`src/hw/bms_pkg.sv`:
```
package bms_pkg;
	// Boot mode encodings
	typedef enum logic [1:0] {
		BMS_BOOT_HOST,
		BMS_BOOT_EMU,
		BMS_BOOT_ROM
	} bms_boot_mode_t;
	// ROM width encodings
	localparam logic [1:0] BMS_WIDTH_8 = 2'h0;
	localparam logic [1:0] BMS_WIDTH_16 = 2'h1;
	localparam logic [1:0] BMS_WIDTH_32 = 2'h2;
	// Boot image size and addresses
	localparam int BMS_IMAGE_BYTES = 1024;
	localparam int BMS_IMAGE_WORDS = BMS_IMAGE_BYTES / 4;
	localparam int BMS_ADDR_W = 32;
	localparam int BMS_DATA_W = 32;
	localparam logic [31:0] BMS_BOOT_ADDR = 32'h0000_0000;
	localparam logic [31:0] BMS_ROM_BASE = 32'h9000_0000;
	localparam int BMS_FIFO_DEPTH = 4;
	localparam logic [9:0] BMS_LAST_BYTE = 10'h3FF;
	localparam logic [9:0] BMS_ZERO_BYTE = 10'h000;
endpackage : bms_pkg

```
`src/hw/bms_link_if.sv`:
```
`timescale 1ns/1ps
// Link between the boot sequencer (device end) and host/emulator end
interface bms_link_if;
	import bms_pkg::*;
	logic irq_set;
	logic irq_bit;
	logic cpu_clear;
	logic mem_wr;
	logic mem_rd;
	logic [31:0] mem_addr;
	logic [31:0] mem_wdata;
	logic [31:0] mem_rdata;
	logic mem_ack;
	logic mem_allowed;
	logic breakpoint_set;
	logic cpu_stalled;
	modport device (
		input irq_set, cpu_clear, mem_wr, mem_rd, mem_addr, mem_wdata, breakpoint_set,
		output irq_bit, mem_rdata, mem_ack, mem_allowed, cpu_stalled
	);
	modport host (
		output irq_set, mem_wr, mem_rd, mem_addr, mem_wdata, breakpoint_set,
		input irq_bit, mem_rdata, mem_ack, mem_allowed, cpu_stalled, cpu_clear
	);
endinterface : bms_link_if

```
`src/hw/bms_device.sv`:
```
`timescale 1ns/1ps
// How it works
// - Host boot: CPU stalled, rest released
// - Host loads memory while CPU stalled
// - Host sets irq bit to finish boot
// - Irq bit releases CPU to address 0
// - Irq set during stall not latched pending
// - Irq bit releases only in host or emulation boot
// - Host may write and read memory
// - No further irqs until CPU clears bit
// - Emulator sets irq bit in emulation boot
// - Emulator sets breakpoint at address 0
// - ROM boot copies 1K bytes to 0
// - Pack 8/16-bit ROM reads into words
// - Copy is one single-frame block transfer
// - Copy done releases CPU at address 0
// - ROM image stored in system byte order
// - Reset held until clock runs correctly
// - Reset pin low holds internal reset
module bms_device
	import bms_pkg::*;
(
	input wire logic clock,
	input wire logic sys_rst,
	input wire logic reset_n_pin,
	input wire logic [1:0] boot_mode_pin,
	input wire logic [1:0] rom_width_pin,
	bms_link_if.device link,
	output logic rom_rd,
	output logic [31:0] rom_addr,
	input wire logic rom_ack,
	input wire logic [31:0] rom_rdata,
	output logic mem_wr,
	output logic [31:0] mem_addr,
	output logic [31:0] mem_wdata,
	input wire logic [31:0] mem_rdata,
	output logic cpu_stall,
	output logic [31:0] cpu_start_addr,
	output logic cpu_irq_pending,
	output logic boot_done,
	output logic internal_rst
);
	typedef enum logic [2:0] {
		BMS_RESET,
		BMS_CAPTURE,
		BMS_HOST_WAIT,
		BMS_COPY,
		BMS_DRAIN,
		BMS_RUN
	} bms_state_t;

	bms_state_t state_reg;
	logic [1:0] rst_sync_reg;
	logic [1:0] mode_sync1_reg;
	logic [1:0] mode_sync2_reg;
	logic [1:0] width_sync1_reg;
	logic [1:0] width_sync2_reg;
	bms_boot_mode_t mode_reg;
	logic [1:0] width_reg;
	logic irq_bit_reg;
	logic irq_rise;
	logic [9:0] rd_byte_reg;
	logic [31:0] pack_reg;
	logic [1:0] lane_reg;
	logic pack_valid;
	logic fifo_ready;
	logic fifo_valid;
	logic [31:0] fifo_data;
	logic [7:0] words_reg;
	logic host_wr_ok;
	logic [31:0] mem_rdata_reg;
	logic mem_ack_reg;

	// Bytes per ROM access for the captured width
	function automatic logic [9:0] step_bytes(input logic [1:0] w);
		case (w)
			BMS_WIDTH_8: step_bytes = 10'h001;
			BMS_WIDTH_16: step_bytes = 10'h002;
			default: step_bytes = 10'h004;
		endcase
	endfunction : step_bytes

	// Internal reset follows the reset pin through a synchroniser
	always_ff @(posedge clock) begin
		if (sys_rst) begin
			rst_sync_reg <= 2'h0;
		end else begin
			rst_sync_reg <= {rst_sync_reg[0], reset_n_pin};
		end
	end
	assign internal_rst = ~rst_sync_reg[1];

	always_ff @(posedge clock) begin
		mode_sync1_reg <= boot_mode_pin;
		mode_sync2_reg <= mode_sync1_reg;
		width_sync1_reg <= rom_width_pin;
		width_sync2_reg <= width_sync1_reg;
	end

	// Boot mode and width capture at release
	always_ff @(posedge clock) begin
		if (sys_rst) begin
			mode_reg <= BMS_BOOT_HOST;
			width_reg <= BMS_WIDTH_32;
		end else if (state_reg == BMS_CAPTURE) begin
			mode_reg <= (mode_sync2_reg == 2'h3) ? BMS_BOOT_ROM : bms_boot_mode_t'(mode_sync2_reg);
			width_reg <= (width_sync2_reg == 2'h3) ? BMS_WIDTH_32 : width_sync2_reg;
		end
	end

	// Host-to-CPU irq bit: host set wins over CPU clear
	assign irq_rise = link.irq_set && !irq_bit_reg;
	always_ff @(posedge clock) begin
		if (sys_rst || internal_rst) begin
			irq_bit_reg <= 1'b0;
		end else if (link.irq_set) begin
			irq_bit_reg <= 1'b1;
		end else if (link.cpu_clear) begin
			irq_bit_reg <= 1'b0;
		end
	end
	assign link.irq_bit = irq_bit_reg;

	// Pending irq only when running and bit newly set
	always_ff @(posedge clock) begin
		if (sys_rst || internal_rst) begin
			cpu_irq_pending <= 1'b0;
		end else if (state_reg == BMS_RUN && irq_rise) begin
			cpu_irq_pending <= 1'b1;
		end else if (link.cpu_clear) begin
			cpu_irq_pending <= 1'b0;
		end
	end

	// Boot sequencer
	always_ff @(posedge clock) begin
		if (sys_rst || internal_rst) begin
			state_reg <= BMS_RESET;
		end else begin
			case (state_reg)
				BMS_RESET: state_reg <= BMS_CAPTURE;
				BMS_CAPTURE: state_reg <= (mode_sync2_reg == 2'h2 || mode_sync2_reg == 2'h3) ? BMS_COPY : BMS_HOST_WAIT;
				BMS_HOST_WAIT: begin
					if (irq_bit_reg && mode_reg != BMS_BOOT_ROM) begin
						state_reg <= BMS_RUN;
					end
				end
				BMS_COPY: begin
					if (rom_ack && fifo_ready && rd_byte_reg == BMS_LAST_BYTE + 10'h001 - step_bytes(width_reg)) begin
						state_reg <= BMS_DRAIN;
					end
				end
				BMS_DRAIN: begin
					if (!fifo_valid && !pack_valid) begin
						state_reg <= BMS_RUN;
					end
				end
				BMS_RUN: state_reg <= BMS_RUN;
				default: state_reg <= BMS_RESET;
			endcase
		end
	end

	// ROM read side, stalled by FIFO back-pressure
	assign rom_rd = (state_reg == BMS_COPY) && fifo_ready;
	assign rom_addr = BMS_ROM_BASE + {22'h0, rd_byte_reg};
	always_ff @(posedge clock) begin
		if (sys_rst || internal_rst) begin
			rd_byte_reg <= BMS_ZERO_BYTE;
			lane_reg <= 2'h0;
			pack_reg <= 32'h0000_0000;
		end else if (rom_rd && rom_ack) begin
			rd_byte_reg <= rd_byte_reg + step_bytes(width_reg);
			case (width_reg)
				BMS_WIDTH_8: pack_reg[lane_reg*8 +: 8] <= rom_rdata[7:0];
				BMS_WIDTH_16: pack_reg[lane_reg[0]*16 +: 16] <= rom_rdata[15:0];
				default: pack_reg <= rom_rdata;
			endcase
			lane_reg <= (width_reg == BMS_WIDTH_8) ? lane_reg + 2'h1 :
				(width_reg == BMS_WIDTH_16) ? {1'b0, ~lane_reg[0]} : 2'h0;
		end
	end

	// A packed word is complete after the last lane
	logic word_done_reg;
	always_ff @(posedge clock) begin
		if (sys_rst || internal_rst) begin
			word_done_reg <= 1'b0;
		end else begin
			word_done_reg <= rom_rd && rom_ack && (width_reg == BMS_WIDTH_32 ||
				(width_reg == BMS_WIDTH_16 && lane_reg[0]) || (width_reg == BMS_WIDTH_8 && lane_reg == 2'h3));
		end
	end
	assign pack_valid = word_done_reg;

	bms_fifo #(
		.WIDTH(BMS_DATA_W),
		.DEPTH(BMS_FIFO_DEPTH)
	) u_fifo (
		.clock(clock),
		.sys_rst(sys_rst || internal_rst),
		.in_valid(pack_valid),
		.in_ready(fifo_ready),
		.in_data(pack_reg),
		.out_valid(fifo_valid),
		.out_ready(!host_wr_ok),
		.out_data(fifo_data)
	);

	// Memory write port: DMA copy words or host accesses
	assign host_wr_ok = (state_reg == BMS_HOST_WAIT) && link.mem_wr;
	always_ff @(posedge clock) begin
		if (sys_rst || internal_rst) begin
			words_reg <= 8'h00;
			mem_wr <= 1'b0;
			mem_addr <= BMS_BOOT_ADDR;
			mem_wdata <= 32'h0000_0000;
		end else if (host_wr_ok) begin
			mem_wr <= 1'b1;
			mem_addr <= link.mem_addr;
			mem_wdata <= link.mem_wdata;
		end else if (fifo_valid) begin
			mem_wr <= 1'b1;
			mem_addr <= BMS_BOOT_ADDR + {22'h0, words_reg, 2'h0};
			mem_wdata <= fifo_data;
			words_reg <= words_reg + 8'h01;
		end else begin
			mem_wr <= 1'b0;
			mem_addr <= link.mem_addr;
		end
	end

	// Host read-back and acknowledge
	always_ff @(posedge clock) begin
		if (sys_rst || internal_rst) begin
			mem_ack_reg <= 1'b0;
			mem_rdata_reg <= 32'h0000_0000;
		end else begin
			mem_ack_reg <= link.mem_allowed && (link.mem_wr || link.mem_rd);
			mem_rdata_reg <= mem_rdata;
		end
	end
	assign link.mem_ack = mem_ack_reg;
	assign link.mem_rdata = mem_rdata_reg;
	assign link.mem_allowed = (state_reg == BMS_HOST_WAIT);

	assign cpu_stall = (state_reg != BMS_RUN);
	assign link.cpu_stalled = cpu_stall;
	assign boot_done = (state_reg == BMS_RUN);
	assign cpu_start_addr = BMS_BOOT_ADDR;
endmodule : bms_device

```
`src/hw/bms_fifo.sv`:
```
`timescale 1ns/1ps
module bms_fifo #(
	parameter int WIDTH = 32,
	parameter int DEPTH = 4
) (
	input wire logic clock,
	input wire logic sys_rst,
	input wire logic in_valid,
	output logic in_ready,
	input wire logic [WIDTH-1:0] in_data,
	output logic out_valid,
	input wire logic out_ready,
	output logic [WIDTH-1:0] out_data
);
	localparam int AW = $clog2(DEPTH);
	logic [WIDTH-1:0] mem_reg [DEPTH];
	logic [AW-1:0] wr_reg;
	logic [AW-1:0] rd_reg;
	logic [AW:0] count_reg;
	logic push;
	logic pop;

	function automatic logic [AW-1:0] bump(input logic [AW-1:0] p);
		bump = (p == AW'(DEPTH - 1)) ? '0 : p + 1'b1;
	endfunction : bump

	assign in_ready = (count_reg != (AW+1)'(DEPTH));
	assign out_valid = (count_reg != '0);
	assign push = in_valid && in_ready;
	assign pop = out_valid && out_ready;
	assign out_data = mem_reg[rd_reg];

	always_ff @(posedge clock) begin
		if (push) begin
			mem_reg[wr_reg] <= in_data;
		end
	end

	always_ff @(posedge clock) begin
		if (sys_rst) begin
			wr_reg <= '0;
			rd_reg <= '0;
			count_reg <= '0;
		end else begin
			if (push) begin
				wr_reg <= bump(wr_reg);
			end
			if (pop) begin
				rd_reg <= bump(rd_reg);
			end
			count_reg <= count_reg + (AW+1)'(push) - (AW+1)'(pop);
		end
	end
endmodule : bms_fifo

```
`src/flat_wrapper.sv`:
```
// flat-port wrapper written by rule: the top's interface ports become plain ports
module bms_device_flat import bms_pkg::*;
  (clock, sys_rst, reset_n_pin, boot_mode_pin, rom_width_pin, rom_rd, rom_addr, rom_ack, rom_rdata, mem_wr, mem_addr, mem_wdata, mem_rdata, cpu_stall, cpu_start_addr, cpu_irq_pending, boot_done, internal_rst, link_irq_set, link_cpu_clear, link_mem_wr, link_mem_rd, link_mem_addr, link_mem_wdata, link_breakpoint_set, link_irq_bit, link_mem_rdata, link_mem_ack, link_mem_allowed, link_cpu_stalled);
  bms_link_if link_i ();
  input wire logic clock;
  input wire logic sys_rst;
  input wire logic reset_n_pin;
  input wire logic [1:0] boot_mode_pin;
  input wire logic [1:0] rom_width_pin;
  output logic rom_rd;
  output logic [31:0] rom_addr;
  input wire logic rom_ack;
  input wire logic [31:0] rom_rdata;
  output logic mem_wr;
  output logic [31:0] mem_addr;
  output logic [31:0] mem_wdata;
  input wire logic [31:0] mem_rdata;
  output logic cpu_stall;
  output logic [31:0] cpu_start_addr;
  output logic cpu_irq_pending;
  output logic boot_done;
  output logic internal_rst;
  input wire logic [$bits(link_i.irq_set)-1:0] link_irq_set;
  input wire logic [$bits(link_i.cpu_clear)-1:0] link_cpu_clear;
  input wire logic [$bits(link_i.mem_wr)-1:0] link_mem_wr;
  input wire logic [$bits(link_i.mem_rd)-1:0] link_mem_rd;
  input wire logic [$bits(link_i.mem_addr)-1:0] link_mem_addr;
  input wire logic [$bits(link_i.mem_wdata)-1:0] link_mem_wdata;
  input wire logic [$bits(link_i.breakpoint_set)-1:0] link_breakpoint_set;
  output wire logic [$bits(link_i.irq_bit)-1:0] link_irq_bit;
  output wire logic [$bits(link_i.mem_rdata)-1:0] link_mem_rdata;
  output wire logic [$bits(link_i.mem_ack)-1:0] link_mem_ack;
  output wire logic [$bits(link_i.mem_allowed)-1:0] link_mem_allowed;
  output wire logic [$bits(link_i.cpu_stalled)-1:0] link_cpu_stalled;
  assign link_i.irq_set = link_irq_set;
  assign link_i.cpu_clear = link_cpu_clear;
  assign link_i.mem_wr = link_mem_wr;
  assign link_i.mem_rd = link_mem_rd;
  assign link_i.mem_addr = link_mem_addr;
  assign link_i.mem_wdata = link_mem_wdata;
  assign link_i.breakpoint_set = link_breakpoint_set;
  assign link_irq_bit = link_i.irq_bit;
  assign link_mem_rdata = link_i.mem_rdata;
  assign link_mem_ack = link_i.mem_ack;
  assign link_mem_allowed = link_i.mem_allowed;
  assign link_cpu_stalled = link_i.cpu_stalled;
  bms_device u_core (.clock(clock), .sys_rst(sys_rst), .reset_n_pin(reset_n_pin), .boot_mode_pin(boot_mode_pin), .rom_width_pin(rom_width_pin), .link(link_i), .rom_rd(rom_rd), .rom_addr(rom_addr), .rom_ack(rom_ack), .rom_rdata(rom_rdata), .mem_wr(mem_wr), .mem_addr(mem_addr), .mem_wdata(mem_wdata), .mem_rdata(mem_rdata), .cpu_stall(cpu_stall), .cpu_start_addr(cpu_start_addr), .cpu_irq_pending(cpu_irq_pending), .boot_done(boot_done), .internal_rst(internal_rst));
endmodule
```
`config.mk`:
```
export PLATFORM = sky130hd
export DESIGN_NAME = bms_device_flat
export DESIGN_NICKNAME = d
export VERILOG_FILES = /design/src/hw/bms_pkg.sv /design/src/hw/bms_link_if.sv /design/src/hw/bms_device.sv /design/src/hw/bms_fifo.sv /design/src/flat_wrapper.sv
export SDC_FILE = /design/constraint.sdc
export NUM_CORES = 1
export LEC_CHECK = 0
export ABC_AREA = 1
export BUFFER_PORTS_ARGS = -buffer_cell sky130_fd_sc_hd__buf_2
export CELL_PAD_IN_SITES_DETAIL_PLACEMENT = 1
export CELL_PAD_IN_SITES_GLOBAL_PLACEMENT = 1
export CORE_ASPECT_RATIO = 1.4
export CORE_MARGIN = 4
export CORE_UTILIZATION = 44
export CTS_BUF_LIST = sky130_fd_sc_hd__clkbuf_8
export DETAILED_ROUTE_END_ITERATION = 16
export PLACE_DENSITY_LB_ADDON = 0.2
export SYNTH_ARGS = -nofsm -noshare
export SYNTH_HDL_FRONTEND = slang
export SYNTH_HIERARCHICAL = 1
export SYNTH_SLANG_ARGS = --single-unit
```
`constraint.sdc`:
```
create_clock -name clock -period 6.19 [get_ports clock]
set_input_delay 0.3095 -clock clock [delete_from_list [all_inputs] [get_ports clock]]
set_output_delay 0.3095 -clock clock [all_outputs]
set_load 0.03 [all_outputs]
```
Yosys cells after proc, flatten, opt, wreduce, memory -nomap -nowiden
Memory sizes are Yosys's and may differ from the RTL's. A register that Yosys moved wholly into a read port is not among the register bits. Cells that the tools add are included.

Register bits: 177. RAM bits: 128. Input port bits: 141. Output and inout bits: 170. Word-level logic and storage cells: 126. Memories kept: 1.

Memories: u_core.u_fifo.mem_reg (words 4, bits a word 32, rd ports 1, clocked after Yosys merged registers in 1, write ports 1, line bms_fifo.sv:16) `logic [WIDTH-1:0] mem_reg [DEPTH];`.

Add/subtract/negate cells: 11. Equal/unequal tests: 20. Shifts and indexed selects: 4. Multiplexer cells: 32. Bitwise gates (word level): 3. Reduce and logical (&&, ||, !) cells: 32.

Operators by type and width (count): 32-bit 2-to-1 mux (4); 5-bit negator with 34-bit output (2); 32-bit bitwise mux (2); 32-bit case mux with 2 select lines (1); 10-bit 2-to-1 mux (4); 16-bit by 34-bit variable shift with 32-bit output (first input constant) (1); 8-bit by 34-bit variable shift with 32-bit output (first input constant) (1); 16-bit by 34-bit variable part select with 32-bit output (1); 8-bit by 34-bit variable part select with 32-bit output (1); 32-bit by 10-bit adder with 32-bit output (first input constant) (1); 3-bit case mux with 6 select lines (1); 1-bit logical AND (15); 2-bit equality test (second input constant) (7); 2-bit 2-to-1 mux (7); 10-bit adder (1); 10-bit equality test (1); 1-bit by 10-bit subtractor with 10-bit output (first input constant) (1); 1-bit 2-to-1 mux (9); 3-bit 2-to-1 mux (3); 8-bit by 1-bit adder with 8-bit output (second input constant) (1); 2-bit by 1-bit adder with 2-bit output (second input constant) (3); 3-bit by 2-bit equality test with 1-bit output (second input constant) (2); 3-bit equality test (second input constant) (2); 3-bit != test (second input constant) (2); other kinds (16) (29).

Logic depth before layout (Yosys ltp)
Word-level depth: 9. Depth in mapped cells: 15. Depth with buffers taken out: 14.

Hierarchy
Netlist, hierarchy kept.

By module, submodules not included: bms_device (instances 1, cells an instance 1168, area an instance 7987.7 um^2, seq. area each 3403.3 um^2); bms_fifo (instances 1, cells an instance 372, area an instance 5275.1 um^2, seq. area each 4023.9 um^2).

Worst setup path after synthesis
Ideal clock, no wire load.

Kind: flip-flop to flip-flop. Start point: reg u_core.u_fifo.count_reg[1]. End point: mem u_core.u_fifo.mem_reg[3][0], enable pin. Setup time: 421 ps. Data arrival time: 2011 ps. Data required time: 5769 ps. Setup slack: 3758 ps. Cell stages (with the launch flop): 5. Path buffers: 0. Period minus slack after synthesis: 2432 ps. Cells stage by stage: dfxtp_1 > nor2_2 > nand2_2 > nand2_4 > nor2_1.

Cells in the longest elaborated chain, start to end: 4.

RTL lines: start: declaration (line bms_fifo.sv:19) `logic [AW:0] count_reg;`; start signal: assignment (line bms_fifo.sv:51) `count_reg <= count_reg + (AW+1)'(push) - (AW+1)'(pop);`; 3-bit != test (line bms_fifo.sv:27) `assign in_ready = (count_reg != (AW+1)'(DEPTH));`; via u_core.fifo_ready (line bms_device.sv:66) `logic fifo_ready;`; 1-bit logical AND (line bms_fifo.sv:29) `assign push = in_valid && in_ready;`; 1-bit 2-to-1 mux (line bms_fifo.sv:34) `if (push) begin`; 1-bit 2-to-1 mux (implied by the code) (line bms_fifo.sv:35) `mem_reg[wr_reg] <= in_data;`; end: declaration (line bms_fifo.sv:16).

The timed path passes the listed nets, and every way through them passes these cells.

Worst setup path in the final report
Start point: reg u_core.width_reg[1]. End point: reg u_core.pack_reg[9].

Cells in the longest elaborated chain, start to end: 2. Elaborated cells between the ends (all ways): 3. Those cells by class: eq/ne: 1; mux: 1; reduce/logical: 1.

RTL lines: start: declaration (line bms_device.sv:59) `logic [1:0] width_reg;`; start signal: assignment (line bms_device.sv:107) `width_reg <= (width_sync2_reg == 2'h3) ? BMS_WIDTH_32 : width_sync2_reg;`; 2-bit by 1-bit equality test with 1-bit output / 2-bit logical NOT (equally long branches) (line bms_device.sv:174) `case (width_reg)`; 32-bit case mux with 2 select lines * (line bms_device.sv:174); end signal: indexed assignment (line bms_device.sv:175) `BMS_WIDTH_8: pack_reg[lane_reg*8 +: 8] <= rom_rdata[7:0];`; end signal: indexed assignment (line bms_device.sv:176) `BMS_WIDTH_16: pack_reg[lane_reg[0]*16 +: 16] <= rom_rdata[15:0];`; end signal: assignment (line bms_device.sv:177) `default: pack_reg <= rom_rdata;`; end: declaration (line bms_device.sv:63) `logic [31:0] pack_reg;`.

Every way passes the cells marked *; elsewhere a longest branch is shown, timed or not. A chain may end at the register's enable or synchronous reset.

==> metrics.yaml <==
place:
  port_buffers: 255
  place.gp.congestion: 0.851
  dp.cells: 2115
  dp_hpwl_mm: 26.7
  place_ws_ns: 3.67
timing:
  fin_tns_setup_ns: 0
  fin_crit_sh: 0.406
  slew_headroom: 0.400
  clock-skew-final_ns: 0.0163
  maxSlewViolCount: 0
  rsz0062_at_grt: "no"
  hold_viol_final: 0
  timing.fmax_mhz: 398
  finalCriticalPeriod_ns: 2.51
  worst_slack_ns: 3.68
  setup_viol: 0
  tightest_slew_ns: 0.897
clock_network:
  cts_sinks: 307
  cts_tree: "built"
  insertion_delay_ns: 0.57
  cts-root-buf: "clkbuf_8"
  cts_made_buffers: 48
  clockBufferDepth: 3
  htree_levels: 2
  cts_resized: 0
  post_cts.repair.setup_buffers: 0
  clk_pin_slew_ns: 0.06
worst_setup_path:
  crit_chain: "inv_2 > nand2_1 > ha_1 > buf_4 > inv_1 > buf_4 > o21ai_1 > a21oi_1 > a21oi_1"
  startpoint: "u_core/width_reg[1]"
  critPathArrivalTime_ns: 2.97
  worst_setup_path_start_kind: "register"
  regToRegSetupSlack_ns: 3.68
  critical_path_class: "register to register"
  cp_slowest_cell: "inv_1"
  critical_path.top_delay_family: "buffers and inverters"
  r2r-end: "u_core/pack_reg[9]"
  cp.required_ns: 6.64
  cpPeakStageDelay_ns: 0.39
  critPathMaxFanout: 23
  endpoint_kind: "register"
  r2r_cells: 9
  timing.rr.start: "u_core/width_reg[1]"
  path_buf_inv: 4
pwr:
  power_frac_seq: 0.513
  clockPowerShare: 0.434
  pwr-share-comb: 0.053
  power-per-cell-area_nw_per_um2: 252
  ir_drop_uv: 127
  internal-power_mw: 3.16
  p_leak_nw: 6.64
  swShare: 0.230
  p_switching_mw: 0.944
synthesis:
  dominantRegCellSynth: "dfxtp_1"
  synth_warnings: 6
  synth_cell_type_count: 45
  async_flop_share: 0
  ys_ff_latch: 307
  ys_seq_area_frac: 0.560
  synth_edf_count: 128
  netlist_instances: 1540
  syn_area_sq_um: 13300
  synth.avg_cell_area_sq_um: 8.61
detailed_routing:
  routedWlPerCell_microns: 18.3
  totalWireLength_mm: 41.9
  drt_first_iter_violations: 687
  drt-pass1-iter-count: 5
  remaining_drc_errors: 0
  viasPerCell: 5.01
  vias: 11400
  ant_nets: 0
hold_path:
  hold_end: "u_core/rst_sync_reg[1]"
  hold_depth: 2
  min-delay-start: "sys_rst"
  hp-class: "primary input to register"
final_layout:
  final_cell_mix: "nand2_1, buf_2, nor2_1"
  final_common_cell: "nand2_1"
  area_growth_pct: 22.7
  drive_above_1_share: 0.202
  fin_nets: 2025
  largest_register_ffs: 128
  fin_cells: 2282
floorplan:
  rows: 74
  io_pins: 311
  die_w_microns: 155
  die_area_sq_um: 33000
  start_util: 0.450
  core_sq_um: 29400
  die_y_microns: 213
global_route:
  grt_overflow: 0
  grt_usage: 0.246
  antenna_found_initial: 0
  grt_max_degree: 76
  grt_pass1_wl_mm: 65.2
  grt_pass1_vias: 12100
status:
  status: "finished, final reports clean"
job:
  drv_cap: 0
==> routing by layer <==
metal | wire length [microns] | track usage
met3 | 2410 | 0.0470
met5 | 0 | 0
met4 | 981 | 0.0713
met2 | 21800 | 0.458
met1 | 16700 | 0.288
==> power by group through the flow <==
stage | Combinational (mW) | Clock [mW] | Sequential (mW)
after floorplan | 0.110 | 0 | 2.16
after global placement | 0.166 | 0 | 2.15
after detailed placement | 0.167 | 0 | 2.15
after CTS | 0.210 | 1.83 | 2.11
after global routing | 0.233 | 1.92 | 2.11
final | 0.217 | 1.78 | 2.11
==> stage by stage <==
stage	hold slack (ns)	power [mW]	util	cell area [sq um]
final	0.0377	4.10	0.553	16300
after global routing	0.0205	4.26	0.553	16300
after CTS	0.00292	4.14	0.553	16300
after detailed placement	0.319	2.32	0.492	14500
after global placement	0.312	2.32	0.492	14500
after floorplan	0.310	2.27	-	13500
==> layout make-up <==
cell class | count | area, sq um
Fill cell | 3577 | 13200
Sequential cell | 307 | 7430
Multi-Input combinational cell | 1035 | 4720
Timing Repair Buffer | 347 | 2170
Clock buffer | 51 | 702
Inverter | 126 | 488
Tap cell | 380 | 475
Clock inverter | 35 | 290
Antenna cell | 1 | 2.50
==> how the worst max path moves through the flow <==
stage,endpoint,depth (start not counted)
6_report,u_core/pack_reg[9],9
5_1_grt,u_core/pack_reg[5],10
4_1_cts,u_core/pack_reg[4],10
3_5_place_dp,u_core/pack_reg[4],10
3_3_place_gp,u_core/pack_reg[8],9
2_1_floorplan,u_core/u_fifo/mem_reg[3][0],4
==> logic make-up (layout without fill, tap and decap cells) <==
logic type | Yosys count | after routing | share of synthesized area
buffers and inverters | 250 | 559 | 0.0999
and+or+nand+nor | 700 | 700 | 0.213
other | 2 | 55 | 0.000566
AOI/OAI and AO/OA | 256 | 256 | 0.103
DFF | 307 | 307 | 0.560
adders and majority gates | 19 | 19 | 0.0191
xor gates and xnor gates | 6 | 6 | 0.00396
==> Yosys cell counts (2+ instances only) <==
cell      instances  area (sq um)
nand4_1           2          12.5
ha_1             17           213
clkbuf_1         20          75.1
buf_4            62           465
nor2_4            2          22.5
o21ai_1          29           145
inv_2             7          26.3
dfxtp_1         179          3580
a31oi_1          15          93.8
inv_1           113           424
edfxtp_1        128          3840
xnor2_1           2          17.5
o22ai_1          33           206
nand3b_1          2          15.0
clkinv_1          3          11.3
xor2_1            4          35.0
a211oi_1          3          22.5
nor2_2           21           131
buf_6            14           158
nor2_1          256           961
o21ai_0          88           440
nand3_1          38           190
fa_1              2          40.0
nand2_4           2          22.5
buf_2            27           135
conb_1            2          7.51
nand2_8           2          40.0
nand2_2           3          18.8
a21oi_1          81           405
nand2_1         367          1380
nor3_1            2          10.0
==> repair_timing <==
action | 4_1_cts | 5_1_grt
setup endpoints to repair | 0 | 0
hold buffers | 80 | 0
hold endpoints to repair | 81 | 0
Power figures use the tool's default switching activity.
